File: src/rtl/mhf_map.svh
// register offsets, field positions and sizes of the header frame filter
`ifndef MHF_MAP_SVH
`define MHF_MAP_SVH
// eight filters on this port
`define MHF_NFILT 8
`define MHF_FIFO_DEPTH 8
`define MHF_AW 10
// per-filter window: byte address = filter index * 0x40 + offset
`define MHF_OFF_CTRL 6'h00
`define MHF_OFF_DVAL_LO 6'h04
`define MHF_OFF_DVAL_HI 6'h08
`define MHF_OFF_DMSK_LO 6'h0c
`define MHF_OFF_DMSK_HI 6'h10
`define MHF_OFF_SVAL_LO 6'h14
`define MHF_OFF_SVAL_HI 6'h18
`define MHF_OFF_SMSK_LO 6'h1c
`define MHF_OFF_SMSK_HI 6'h20
`define MHF_OFF_ETYPE 6'h24
// global registers
`define MHF_ADDR_STAT 10'h200
`define MHF_ADDR_FRAMES 10'h204
`define MHF_ADDR_HITS 10'h208
// control word bits
`define MHF_CTRL_FMODE 0
`define MHF_CTRL_DMODE 1
`define MHF_CTRL_SMODE 2
`define MHF_CTRL_EMODE 3
// ethertype word: value low half, mask high half
`define MHF_ETYPE_MSK_POS 16
// status word bits
`define MHF_STAT_HIT 0
`define MHF_STAT_IDX_LO 1
`define MHF_STAT_PEND 4
`endif

File: src/rtl/mhf_pkg.sv
// types of the header frame filter
package mhf_pkg;
  // filter mode: block matches nothing, custom uses field rules
  typedef enum logic {MHF_FM_BLOCK, MHF_FM_CUSTOM} mhf_fmode_t;
  // per-field match mode
  typedef enum logic {MHF_MM_IGNORE, MHF_MM_EQUAL} mhf_mmode_t;
  // header bytes 0-5, 6-11, 12-13
  typedef struct packed {
    logic [47:0] dst;
    logic [47:0] src;
    logic [15:0] etype;
  } mhf_hdr_t;
  // one filter's configuration
  typedef struct packed {
    mhf_fmode_t fmode;
    mhf_mmode_t dmode;
    mhf_mmode_t smode;
    mhf_mmode_t emode;
    logic [47:0] dval;
    logic [47:0] dmsk;
    logic [47:0] sval;
    logic [47:0] smsk;
    logic [15:0] eval;
    logic [15:0] emsk;
  } mhf_fcfg_t;
  // verdict for one header
  typedef struct packed {
    logic hit;
    logic [2:0] idx;
  } mhf_res_t;
endpackage

File: src/rtl/mhf_fifo.sv
// parameterised flip-flop fifo with valid/ready on both sides
`timescale 1ns/1ps
module mhf_fifo #(
  parameter int W = 8,
  parameter int D = 8
)
(
  // clock and reset
  input wire logic mclk_in,
  input wire logic rst_n_in,
  // fill side
  input wire logic in_valid_in,
  input wire logic [W-1:0] in_data_in,
  output logic in_ready_out,
  // drain side
  output logic out_valid_out,
  output logic [W-1:0] out_data_out,
  input wire logic out_ready_in
);
  localparam int PW = $clog2(D);
  localparam int CW = $clog2(D + 1);
  logic [W-1:0] mem_q [D];
  logic [PW-1:0] wp_q, rp_q;
  logic [CW-1:0] cnt_q, cnt_d;
  logic in_rdy_q, out_vld_q;
  logic push, pop;

  // handshakes; ready and valid come from flops so full/empty are honest
  assign push = in_valid_in && in_rdy_q;
  assign pop = out_valid_out && out_ready_in;
  assign cnt_d = cnt_q + CW'(push) - CW'(pop);
  assign in_ready_out = in_rdy_q;
  assign out_valid_out = out_vld_q;
  assign out_data_out = mem_q[rp_q];

  // storage needs no reset, only the pointers, fill level and flags do
  always_ff @(posedge mclk_in)
  begin
    if (push)
      mem_q[wp_q] <= in_data_in;
  end

  // pointers, fill level and flags
  always_ff @(posedge mclk_in)
  begin
    if (!rst_n_in)
    begin
      wp_q <= '0;
      rp_q <= '0;
      cnt_q <= '0;
      in_rdy_q <= 1'b1;
      out_vld_q <= 1'b0;
    end
    else
    begin
      if (push)
        wp_q <= (wp_q == PW'(D - 1)) ? '0 : wp_q + PW'(1);
      if (pop)
        rp_q <= (rp_q == PW'(D - 1)) ? '0 : rp_q + PW'(1);
      cnt_q <= cnt_d;
      in_rdy_q <= (cnt_d != CW'(D));
      out_vld_q <= (cnt_d != '0);
    end
  end
endmodule

File: src/rtl/mhf_filter.sv
// header frame filter: eight prioritised mac/ethertype filters behind a fifo
//
// Chosen here: the register offsets and the address-and-strobe port.
`timescale 1ns/1ps
`include "mhf_map.svh"
module mhf_filter
(
  // clock and reset
  input wire logic mclk_in,
  input wire logic rst_n_in,
  // register port
  input wire logic [`MHF_AW-1:0] addr_in,
  input wire logic [31:0] wr_data_in,
  input wire logic wr_en_in,
  input wire logic rd_en_in,
  output logic [31:0] rd_data_out,
  // header stream in
  input wire logic hdr_valid_in,
  input wire mhf_pkg::mhf_hdr_t hdr_in,
  output logic hdr_ready_out,
  // verdict stream out
  output logic res_valid_out,
  output mhf_pkg::mhf_res_t res_out,
  input wire logic res_ready_in
);
  import mhf_pkg::*;

  localparam int NF = `MHF_NFILT;

  // masked equality, used for all three fields
  function automatic logic mhf_meq(input logic [47:0] f, input logic [47:0] v, input logic [47:0] m);
    return (f & m) == (v & m);
  endfunction

  // lowest index has highest precedence
  function automatic logic [2:0] mhf_first(input logic [NF-1:0] v);
    logic [2:0] r;
    r = 3'h0;
    for (int k = NF - 1; k >= 0; k--)
      if (v[k])
        r = 3'(k);
    return r;
  endfunction

  // read view of one filter's registers
  function automatic logic [31:0] mhf_cfg_word(input mhf_fcfg_t c, input logic [5:0] off);
    logic [31:0] w;
    w = 32'h0;
    case (off)
      `MHF_OFF_CTRL:
      begin
        w[`MHF_CTRL_FMODE] = c.fmode;
        w[`MHF_CTRL_DMODE] = c.dmode;
        w[`MHF_CTRL_SMODE] = c.smode;
        w[`MHF_CTRL_EMODE] = c.emode;
      end
      `MHF_OFF_DVAL_LO: w = c.dval[31:0];
      `MHF_OFF_DVAL_HI: w = {16'h0, c.dval[47:32]};
      `MHF_OFF_DMSK_LO: w = c.dmsk[31:0];
      `MHF_OFF_DMSK_HI: w = {16'h0, c.dmsk[47:32]};
      `MHF_OFF_SVAL_LO: w = c.sval[31:0];
      `MHF_OFF_SVAL_HI: w = {16'h0, c.sval[47:32]};
      `MHF_OFF_SMSK_LO: w = c.smsk[31:0];
      `MHF_OFF_SMSK_HI: w = {16'h0, c.smsk[47:32]};
      `MHF_OFF_ETYPE: w = {c.emsk, c.eval};
      default: w = 32'h0;
    endcase
    return w;
  endfunction

  mhf_fcfg_t cfg_q [NF];
  mhf_hdr_t fhdr;
  logic fvalid, take;
  logic [NF-1:0] hit_vec, blk_vec, noeq_vec;
  logic [NF-1:0] d_ok, s_ok, e_ok;
  logic any_hit;
  logic [2:0] first_idx;
  logic res_valid_q;
  mhf_res_t res_q;
  logic last_hit_q;
  logic [2:0] last_idx_q;
  logic [31:0] frames_q, hits_q;
  logic [31:0] rd_data_q, rd_mux;
  logic in_filt;
  logic [2:0] fsel;
  logic [5:0] roff;

  // headers queue ahead of the matcher; a stalled verdict fills it
  mhf_fifo #(
    .W($bits(mhf_hdr_t)),
    .D(`MHF_FIFO_DEPTH)
  ) u_fifo (
    .mclk_in(mclk_in),
    .rst_n_in(rst_n_in),
    .in_valid_in(hdr_valid_in),
    .in_data_in(hdr_in),
    .in_ready_out(hdr_ready_out),
    .out_valid_out(fvalid),
    .out_data_out(fhdr),
    .out_ready_in(take)
  );

  // register address split
  assign in_filt = !addr_in[9];
  assign fsel = addr_in[8:6];
  assign roff = addr_in[5:0];

  // per-filter configuration and matching
  genvar gi;
  generate
    for (gi = 0; gi < NF; gi++)
    begin : g_flt
      logic wsel;
      assign wsel = wr_en_in && in_filt && (fsel == 3'(gi));

      // software writes the filter words
      always_ff @(posedge mclk_in)
      begin
        if (!rst_n_in)
          cfg_q[gi] <= '0;
        else if (wsel)
        begin
          case (roff)
            `MHF_OFF_CTRL:
            begin
              cfg_q[gi].fmode <= mhf_fmode_t'(wr_data_in[`MHF_CTRL_FMODE]);
              cfg_q[gi].dmode <= mhf_mmode_t'(wr_data_in[`MHF_CTRL_DMODE]);
              cfg_q[gi].smode <= mhf_mmode_t'(wr_data_in[`MHF_CTRL_SMODE]);
              cfg_q[gi].emode <= mhf_mmode_t'(wr_data_in[`MHF_CTRL_EMODE]);
            end
            `MHF_OFF_DVAL_LO: cfg_q[gi].dval[31:0] <= wr_data_in;
            `MHF_OFF_DVAL_HI: cfg_q[gi].dval[47:32] <= wr_data_in[15:0];
            `MHF_OFF_DMSK_LO: cfg_q[gi].dmsk[31:0] <= wr_data_in;
            `MHF_OFF_DMSK_HI: cfg_q[gi].dmsk[47:32] <= wr_data_in[15:0];
            `MHF_OFF_SVAL_LO: cfg_q[gi].sval[31:0] <= wr_data_in;
            `MHF_OFF_SVAL_HI: cfg_q[gi].sval[47:32] <= wr_data_in[15:0];
            `MHF_OFF_SMSK_LO: cfg_q[gi].smsk[31:0] <= wr_data_in;
            `MHF_OFF_SMSK_HI: cfg_q[gi].smsk[47:32] <= wr_data_in[15:0];
            `MHF_OFF_ETYPE:
            begin
              cfg_q[gi].eval <= wr_data_in[15:0];
              cfg_q[gi].emsk <= wr_data_in[`MHF_ETYPE_MSK_POS +: 16];
            end
            default:
            begin
            end
          endcase
        end
      end

      // field comparisons on the queued header
      assign d_ok[gi] = mhf_meq(fhdr.dst, cfg_q[gi].dval, cfg_q[gi].dmsk);
      assign s_ok[gi] = mhf_meq(fhdr.src, cfg_q[gi].sval, cfg_q[gi].smsk);
      assign e_ok[gi] = mhf_meq({32'h0, fhdr.etype}, {32'h0, cfg_q[gi].eval},
                                {32'h0, cfg_q[gi].emsk});

      // ignore fields never select; all equal fields must agree
      assign blk_vec[gi] = (cfg_q[gi].fmode == MHF_FM_BLOCK);
      assign noeq_vec[gi] = (cfg_q[gi].dmode == MHF_MM_IGNORE) && (cfg_q[gi].smode == MHF_MM_IGNORE)
                            && (cfg_q[gi].emode == MHF_MM_IGNORE);
      assign hit_vec[gi] = !blk_vec[gi] && !noeq_vec[gi]
                           && (cfg_q[gi].dmode == MHF_MM_IGNORE || d_ok[gi])
                           && (cfg_q[gi].smode == MHF_MM_IGNORE || s_ok[gi])
                           && (cfg_q[gi].emode == MHF_MM_IGNORE || e_ok[gi]);

      // a source equal-mode hit needs the masked source to agree
      src_match_a: assert property (@(posedge mclk_in) disable iff (!rst_n_in)
        fvalid && hit_vec[gi] && cfg_q[gi].smode == MHF_MM_EQUAL
        |-> ((fhdr.src & cfg_q[gi].smsk) == (cfg_q[gi].sval & cfg_q[gi].smsk)))
        else $error("source mismatch yet filter hit");
      // same for the destination
      dst_match_a: assert property (@(posedge mclk_in) disable iff (!rst_n_in)
        fvalid && hit_vec[gi] && cfg_q[gi].dmode == MHF_MM_EQUAL
        |-> ((fhdr.dst & cfg_q[gi].dmsk) == (cfg_q[gi].dval & cfg_q[gi].dmsk)))
        else $error("destination mismatch yet filter hit");
      // same for the ethertype
      etype_match_a: assert property (@(posedge mclk_in) disable iff (!rst_n_in)
        fvalid && hit_vec[gi] && cfg_q[gi].emode == MHF_MM_EQUAL
        |-> ((fhdr.etype & cfg_q[gi].emsk) == (cfg_q[gi].eval & cfg_q[gi].emsk)))
        else $error("ethertype mismatch yet filter hit");

      // the converse: a custom filter with at least one equal field, all of them agreeing, must hit
      equal_pass_a: assert property (@(posedge mclk_in) disable iff (!rst_n_in)
        fvalid && cfg_q[gi].fmode == MHF_FM_CUSTOM && (cfg_q[gi].dmode | cfg_q[gi].smode | cfg_q[gi].emode)
        && (cfg_q[gi].dmode == MHF_MM_IGNORE || (fhdr.dst & cfg_q[gi].dmsk) == (cfg_q[gi].dval & cfg_q[gi].dmsk))
        && (cfg_q[gi].smode == MHF_MM_IGNORE || (fhdr.src & cfg_q[gi].smsk) == (cfg_q[gi].sval & cfg_q[gi].smsk))
        && (cfg_q[gi].emode == MHF_MM_IGNORE || (fhdr.etype & cfg_q[gi].emsk) == (cfg_q[gi].eval & cfg_q[gi].emsk))
        |-> hit_vec[gi])
        else $error("agreeing header missed by filter");
    end
  endgenerate

  // one verdict per header; single winner by precedence
  assign any_hit = |hit_vec;
  assign first_idx = mhf_first(hit_vec);
  assign take = fvalid && (!res_valid_q || res_ready_in);

  // verdict register holds until the receiver takes it
  always_ff @(posedge mclk_in)
  begin
    if (!rst_n_in)
    begin
      res_valid_q <= 1'b0;
      res_q <= '0;
    end
    else if (take)
    begin
      res_valid_q <= 1'b1;
      res_q.hit <= any_hit;
      res_q.idx <= any_hit ? first_idx : 3'h0;
    end
    else if (res_ready_in)
      res_valid_q <= 1'b0;
  end

  // status: last verdict and frame counters
  always_ff @(posedge mclk_in)
  begin
    if (!rst_n_in)
    begin
      last_hit_q <= 1'b0;
      last_idx_q <= 3'h0;
      frames_q <= 32'h0;
      hits_q <= 32'h0;
    end
    else if (take)
    begin
      last_hit_q <= any_hit;
      last_idx_q <= first_idx;
      frames_q <= frames_q + 32'h1;
      hits_q <= hits_q + {31'h0, any_hit};
    end
  end

  // read mux; unmapped words read zero
  assign rd_mux = in_filt ? mhf_cfg_word(cfg_q[fsel], roff) :
                  (addr_in == `MHF_ADDR_STAT) ? {27'h0, fvalid, last_idx_q, last_hit_q} :
                  (addr_in == `MHF_ADDR_FRAMES) ? frames_q :
                  (addr_in == `MHF_ADDR_HITS) ? hits_q : 32'h0;

  // read data stand only in the cycle after the strobe
  always_ff @(posedge mclk_in)
  begin
    if (!rst_n_in)
      rd_data_q <= 32'h0;
    else
      rd_data_q <= rd_en_in ? rd_mux : 32'h0;
  end

  assign rd_data_out = rd_data_q;
  assign res_valid_out = res_valid_q;
  assign res_out = res_q;

  // no blocked filter ever hits
  block_no_hit_a: assert property (@(posedge mclk_in) disable iff (!rst_n_in)
    fvalid |-> (hit_vec & blk_vec) == '0)
    else $error("blocked filter produced a hit");

  // a filter with every field ignored selects nothing
  ignore_none_a: assert property (@(posedge mclk_in) disable iff (!rst_n_in)
    fvalid |-> (hit_vec & noeq_vec) == '0)
    else $error("all-ignore filter produced a hit");

  // verdict hit bit follows the header that was taken
  verdict_hit_a: assert property (@(posedge mclk_in) disable iff (!rst_n_in)
    take |=> res_valid_out && res_out.hit == $past(any_hit))
    else $error("verdict hit does not match filters");

  // winner is a hitting filter with no hitting filter before it
  winner_prio_a: assert property (@(posedge mclk_in) disable iff (!rst_n_in)
    take && any_hit |=> (($past(hit_vec) >> res_out.idx) & 8'h01) == 8'h01
      && (($past(hit_vec) & ((8'h01 << res_out.idx) - 8'h01)) == 8'h00))
    else $error("verdict index is not the top-precedence hit");

  // a stalled verdict does not change
  verdict_hold_a: assert property (@(posedge mclk_in) disable iff (!rst_n_in)
    res_valid_out && !res_ready_in |=> res_valid_out && $stable(res_out))
    else $error("verdict changed while stalled");

  // the winner is checked against the live mode bits, not the hit vector
  block_winner_a: assert property (@(posedge mclk_in) disable iff (!rst_n_in)
    take && any_hit |-> cfg_q[first_idx].fmode == MHF_FM_CUSTOM)
    else $error("verdict points at a blocked filter");

  // a missed header reports index zero
  miss_idx_zero_a: assert property (@(posedge mclk_in) disable iff (!rst_n_in)
    take && !any_hit |=> !res_out.hit && res_out.idx == 3'h0)
    else $error("missed header reports a filter index");
endmodule

File: config.mk
export PLATFORM = sky130hd
export DESIGN_NAME = mhf_filter
export DESIGN_NICKNAME = d
export VERILOG_FILES = /design/src/rtl/mhf_pkg.sv /design/src/rtl/mhf_fifo.sv /design/src/rtl/mhf_filter.sv
export VERILOG_INCLUDE_DIRS = /design/src /design/src/rtl
export SDC_FILE = /design/constraint.sdc
export NUM_CORES = 2
export LEC_CHECK = 0
export ABC_AREA = 1
export BUFFER_PORTS_ARGS = -buffer_cell sky130_fd_sc_hd__buf_2
export CORE_MARGIN = 8
export CORE_UTILIZATION = 23
export DETAILED_ROUTE_END_ITERATION = 8
export PLACE_DENSITY = 0.35
export SKIP_CTS_REPAIR_TIMING = 1
export SLEW_MARGIN = 40
export SYNTH_ARGS = -nofsm -noshare
export SYNTH_HDL_FRONTEND = slang
export SYNTH_SLANG_ARGS = --single-unit
File: constraint.sdc
create_clock -name mclk_in -period 6.1 [get_ports mclk_in]
set_input_delay 0.61 -clock mclk_in [delete_from_list [all_inputs] [get_ports mclk_in]]
set_output_delay 0.61 -clock mclk_in [all_outputs]
set_load 0.01 [all_outputs]
## After elaboration in Yosys (flattened, before gate mapping)

Memory sizes are Yosys's and may differ from the RTL's. A register that Yosys moved wholly into a read port is not among the register bits.
Cells that the tools add are included.

| operators by class | value |
|---|---|
| add/sub/neg operators | 6 |
| eq/ne operators | 46 |
| mux-type cells | 386 |
| bitwise logic cells | 184 |
| reductions and logical operators | 101 |

Operators by type and width:

| kind | number |
|---|---|
| AND 48 bit | 32 |
| two-way mux 32 bit | 36 |
| equality test 48 bit | 16 |
| two-way mux 16 bit | 48 |
| two-way mux 1 bit | 287 |
| AND 16 bit | 16 |
| one-hot mux 28 bit (9 select lines) | 1 |
| equality test 16 bit | 8 |
| bitwise OR 1 bit | 112 |
| logical AND 1 bit | 60 |
| one-hot mux 4 bit (10 select lines) | 1 |
| two-way mux 3 bit | 13 |
| adder 32 x 1 -> 32 bit | 1 |
| adder 32 x 1 -> 32 bit, second input constant | 1 |
| equality test 10 bit, second input constant | 3 |
| logical OR 1 bit | 25 |
| equality test 6 x 5 -> 1 bit, second input constant | 4 |
| inverter 1 bit | 24 |
| equality test 3 bit, second input constant | 6 |
| equality test 6 x 4 -> 1 bit, second input constant | 2 |
| equality test 6 bit, second input constant | 2 |
| logical NOT 1 bit | 10 |
| OR reduction 8 bit | 1 |
| adder 3 x 1 -> 3 bit, second input constant | 2 |
| other kinds (11) | 12 |

| word-level totals | value |
|---|---|
| bits in registers | 116 |
| RAM bits | 2720 |
| output and inout port bits | 38 |
| word-level logic and storage cells | 737 |
| memories | 2 |

Memory list:

| name | depth | bits a word | rd ports | clocked after memory_dff | write ports | line | source |
|---|---|---|---|---|---|---|---|
| cfg_q | 8 | 228 | 9 | 0 | 8 | mhf_filter.sv:71 | `mhf_fcfg_t cfg_q [NF];` |
| u_fifo.mem_q | 8 | 112 | 1 | 1 | 1 | mhf_fifo.sv:22 | `logic [W-1:0] mem_q [D];` |

## Longest topological paths before layout

An unclocked memory read counts as a cell.

| logic depth | value |
|---|---|
| depth after elaboration | 18 |
| depth in mapped cells | 38 |
| depth with buffers taken out | 34 |

## By module

Synthesis repeated with hierarchy kept, for this count alone.

| second synthesis, totals | value |
|---|---|
| cells, all modules | 14063 |
| area total of the unflattened synthesis | 134834.3 sq um |

Modules (own cells, without submodules):

| module | instances | cells an instance | area each (sq um) |
|---|---|---|---|
| mhf_filter | 1 | 10985 | 98386.9 |
| mhf_fifo | 1 | 3078 | 36447.5 |

## Worst setup path before layout

No wires, ideal clock.

| path | value |
|---|---|
| path kind | input to register |
| start | in hdr_valid_in |
| end | mem u_fifo.mem_q[1][0] (netlist name), enable pin |
| setup time | 0.584 ns |
| data arrival time | 5.587 ns |
| required time | 5.516 ns |
| setup slack | -0.071 ns |
| stages | 4 |
| path buffers | 0 |
| cells stage by stage | nand2_1 > nor2_1 > inv_1 > nor2_1 |

| between the ends | value |
|---|---|
| cells in the longest elaborated chain, start to end | 3 |

RTL lines:

| item | line | source |
|---|---|---|
| from (decl) | mhf_filter.sv:18 | `input wire logic hdr_valid_in,` |
| logical AND 1 bit | mhf_fifo.sv:29 | `assign push = in_valid_in && in_rdy_q;` |
| two-way mux 1 bit | mhf_fifo.sv:39 | `if (push)` |
| two-way mux 1 bit (not written as such) | mhf_fifo.sv:40 | `mem_q[wp_q] <= in_data_in;` |
| to (decl) | mhf_fifo.sv:22 |  |

No other way between the ends.

==> metrics.yaml <==
vias_per_cell: 4.85
grt_max_degree: 76
crit_family: "simple AND/OR/NAND/NOR gates"
cp_common_cell: "nand3_1"
drv_slew: 0
syn_nets: 14600
worst_pin_slew_ps: 982
rows: 282
power.leakage_nw: 65.4
cp.arrival_ps: 6680
worst-path-max-fanout: 5
fin_util_pct: 28.7
maxCapViolations: 0
grt.overflow.total: 0
die_w_microns: 785
cts_made_buffers: 346
final_cell_mix: "nor2_1 (2,730), edfxtp_1 (2,720), nand2_1 (2,608)"
cts_max_level: 5
clkSinkCount: 2839
period_minus_slack_ps: 5810
wl_per_cell_microns: 30.2
cp_data_required_time_ps: 6970
start_kind: "flip-flop"
path_clk_slew_ps: 60
max_stage_delay_ps: 370
firstDrtPassIters: 6
crit_buf_inv: 10
dp.final_hpwl_mm: 499
postSynthCellCount: 14500
hold_path.class: "in2reg"
vias: 114000
period_share_pct: 95.3
synth_top_area_cell: "edfxtp_1"
status: "complete, no violations"
relSlewSlack_pct: 34.4
finalHoldViolCount: 0
root_buffer: "clkbuf_16"
synth_top_area_share_pct: 60.1
finalClockSkew_ps: 48.4
syn_area_per_cell_sq_um: 9.40
drive_above_1_share_pct: 14.5
ys_seq_area_share_pct: 61.9
clk_latency_ps: 1010
synth.distinct_cells: 49
place_congestion: 0.912
ir_drop_v: 0.000238
fin_cells: 23500
die_area_sq_mm: 0.616
finalWirelength_mm: 709
holdWs_ps: 67.6
die_y_microns: 785
final_common_cell: "nor2_1"
syn_area_sq_mm: 0.136
syn_to_final_growth_pct: 24.3
tritoncts: "built"
detail-route-antenna-nets: 0
grt_pass1_wl_mm: 947
io_buffers: 197
path_class: "reg2reg"
drc: 0
clock_path_buffers: 4
synth.area.top_cells: "edfxtp_1 (60%), nor2_1 (7.7%), nand2_1 (7.2%)"
pin_count: 198
fin_nets: 15600
setup_viol: 0
ys_ff_latch: 2839
start_util_pct: 23.1
drt_iter0_drc: 11100
max_freq_mhz: 172
dp.cells: 22700
grt_pass1_vias: 110000
cp_slowest_cell: "dfxtp_4"
core_area_sq_mm: 0.589
track_usage_pct: 22.0
powerDensity_mw_per_mm2: 418
yosys_warnings: 0
worstSetupEndpointType: "flip-flop"
antenna_found_initial: 79
per-layer routing:
metal	part of all wire (%)	GRT usage [%]	vias up
li1	-	-	51600
met5	0.022	0	-
met3	6.1	3.29	1103
met1	42	28.4	57300
met2	46	36.4	4096
met4	5.5	10.2	24
state kept, by name (all words and copies together) (netlist names), named ones only:
register	cells
cfg_q	1824
hits_q	32
u_fifo.out_valid_out	1
rd_data_out	32
last_idx_q	3
u_fifo.rp_q	3
res_valid_out	1
u_fifo.mem_q	896
last_hit_q	1
u_fifo.wp_q	3
u_fifo.cnt_q	4
u_fifo.in_ready_out	1
frames_q	32
res_out	3
worst reg2reg max path: cells and delay by family (launching register included):
family,cells,cell delay (ps)
adders and majority gates,1,160
and+or+nand+nor,28,3470
AOI/OAI and AO/OA,2,140
buffers and inverters,10,1520
DFF,1,370
report_power, final:
part	total [W]	leakage [nW]	switching (W)	internal, W
sequential	0.0231	26.4	0.000556	0.0225
clock	0.0201	5.11	0.00889	0.0112
combinational	0.0274	33.9	0.0177	0.00964
layout make-up:
class,instances,area [sq um]
fill,61800,420000
sequential,2839,84100
multi-input combinational,9350,44600
timing repair buffer,1480,14500
tap,7810,9770
clock buffer,443,9150
inverter,1405,5430
clock inverter,166,1290
antenna,11,27.5
timing repair inverter,2,22.5
cell families (layout without fill, tap and decap cells):
family | after synthesis | after routing | synth area share (%)
other | 0 | 11 | 0
buffers and inverters | 2262 | 3496 | 6.56
AND/OR/NAND/NOR | 7368 | 7368 | 22.4
flip-flops | 2839 | 2839 | 61.9
XOR/XNOR | 9 | 9 | 0.0580
AO/OA/AOI/OAI | 1961 | 1961 | 9.00
adder cells (fa/ha/maj) | 12 | 12 | 0.116
cells in the mapped netlist, drive strengths merged:
cell	n
a211oi	6
a21boi	1
a21oi	283
a221o	5
a221oi	77
a22o	2
a22oi	324
a31oi	31
a32o	14
and3	1
buf	228
clkbuf	629
clkinv	2
dfxtp	119
edfxtp	2720
fa	1
ha	11
inv	1403
nand2	2697
nand3	1675
nand3b	22
nand4	133
nor2	2801
nor3	31
nor3b	1
nor4	7
o2111ai	37
o211a	1
o211ai	126
o21a	5
o21ai	664
o221ai	4
o22ai	298
o2bb2ai	3
o311ai	61
o31ai	14
o41ai	5
xnor2	2
xor2	7
through the flow:
stage | setup slack [ps] | setup TNS (ps) | power [W] | area (sq um)
after floorplan | -70.5 | -45810 | 0.0345 | 136000
after global placement | -451 | -2120 | 0.0504 | 155000
after detailed placement | -320 | -1310 | 0.0504 | 156000
after CTS | -362 | -1680 | 0.0706 | 167000
after global routing | -48.8 | -48.8 | 0.0736 | 169000
final | 285 | 0 | 0.0706 | 169000
path summary, 6_finish.rpt:
check            startpoint      endpoint  slack [ps]  depth (start not counted)
min          wr_data_in[27]  cfg_q[0][11]          70                          3
max reg2reg       flip-flop    hits_q[31]         290                         41
max               flip-flop    hits_q[31]         290                         41
min reg2reg      res_out[1]    res_out[1]         460                          2
(Power assumes the default switching activity.)
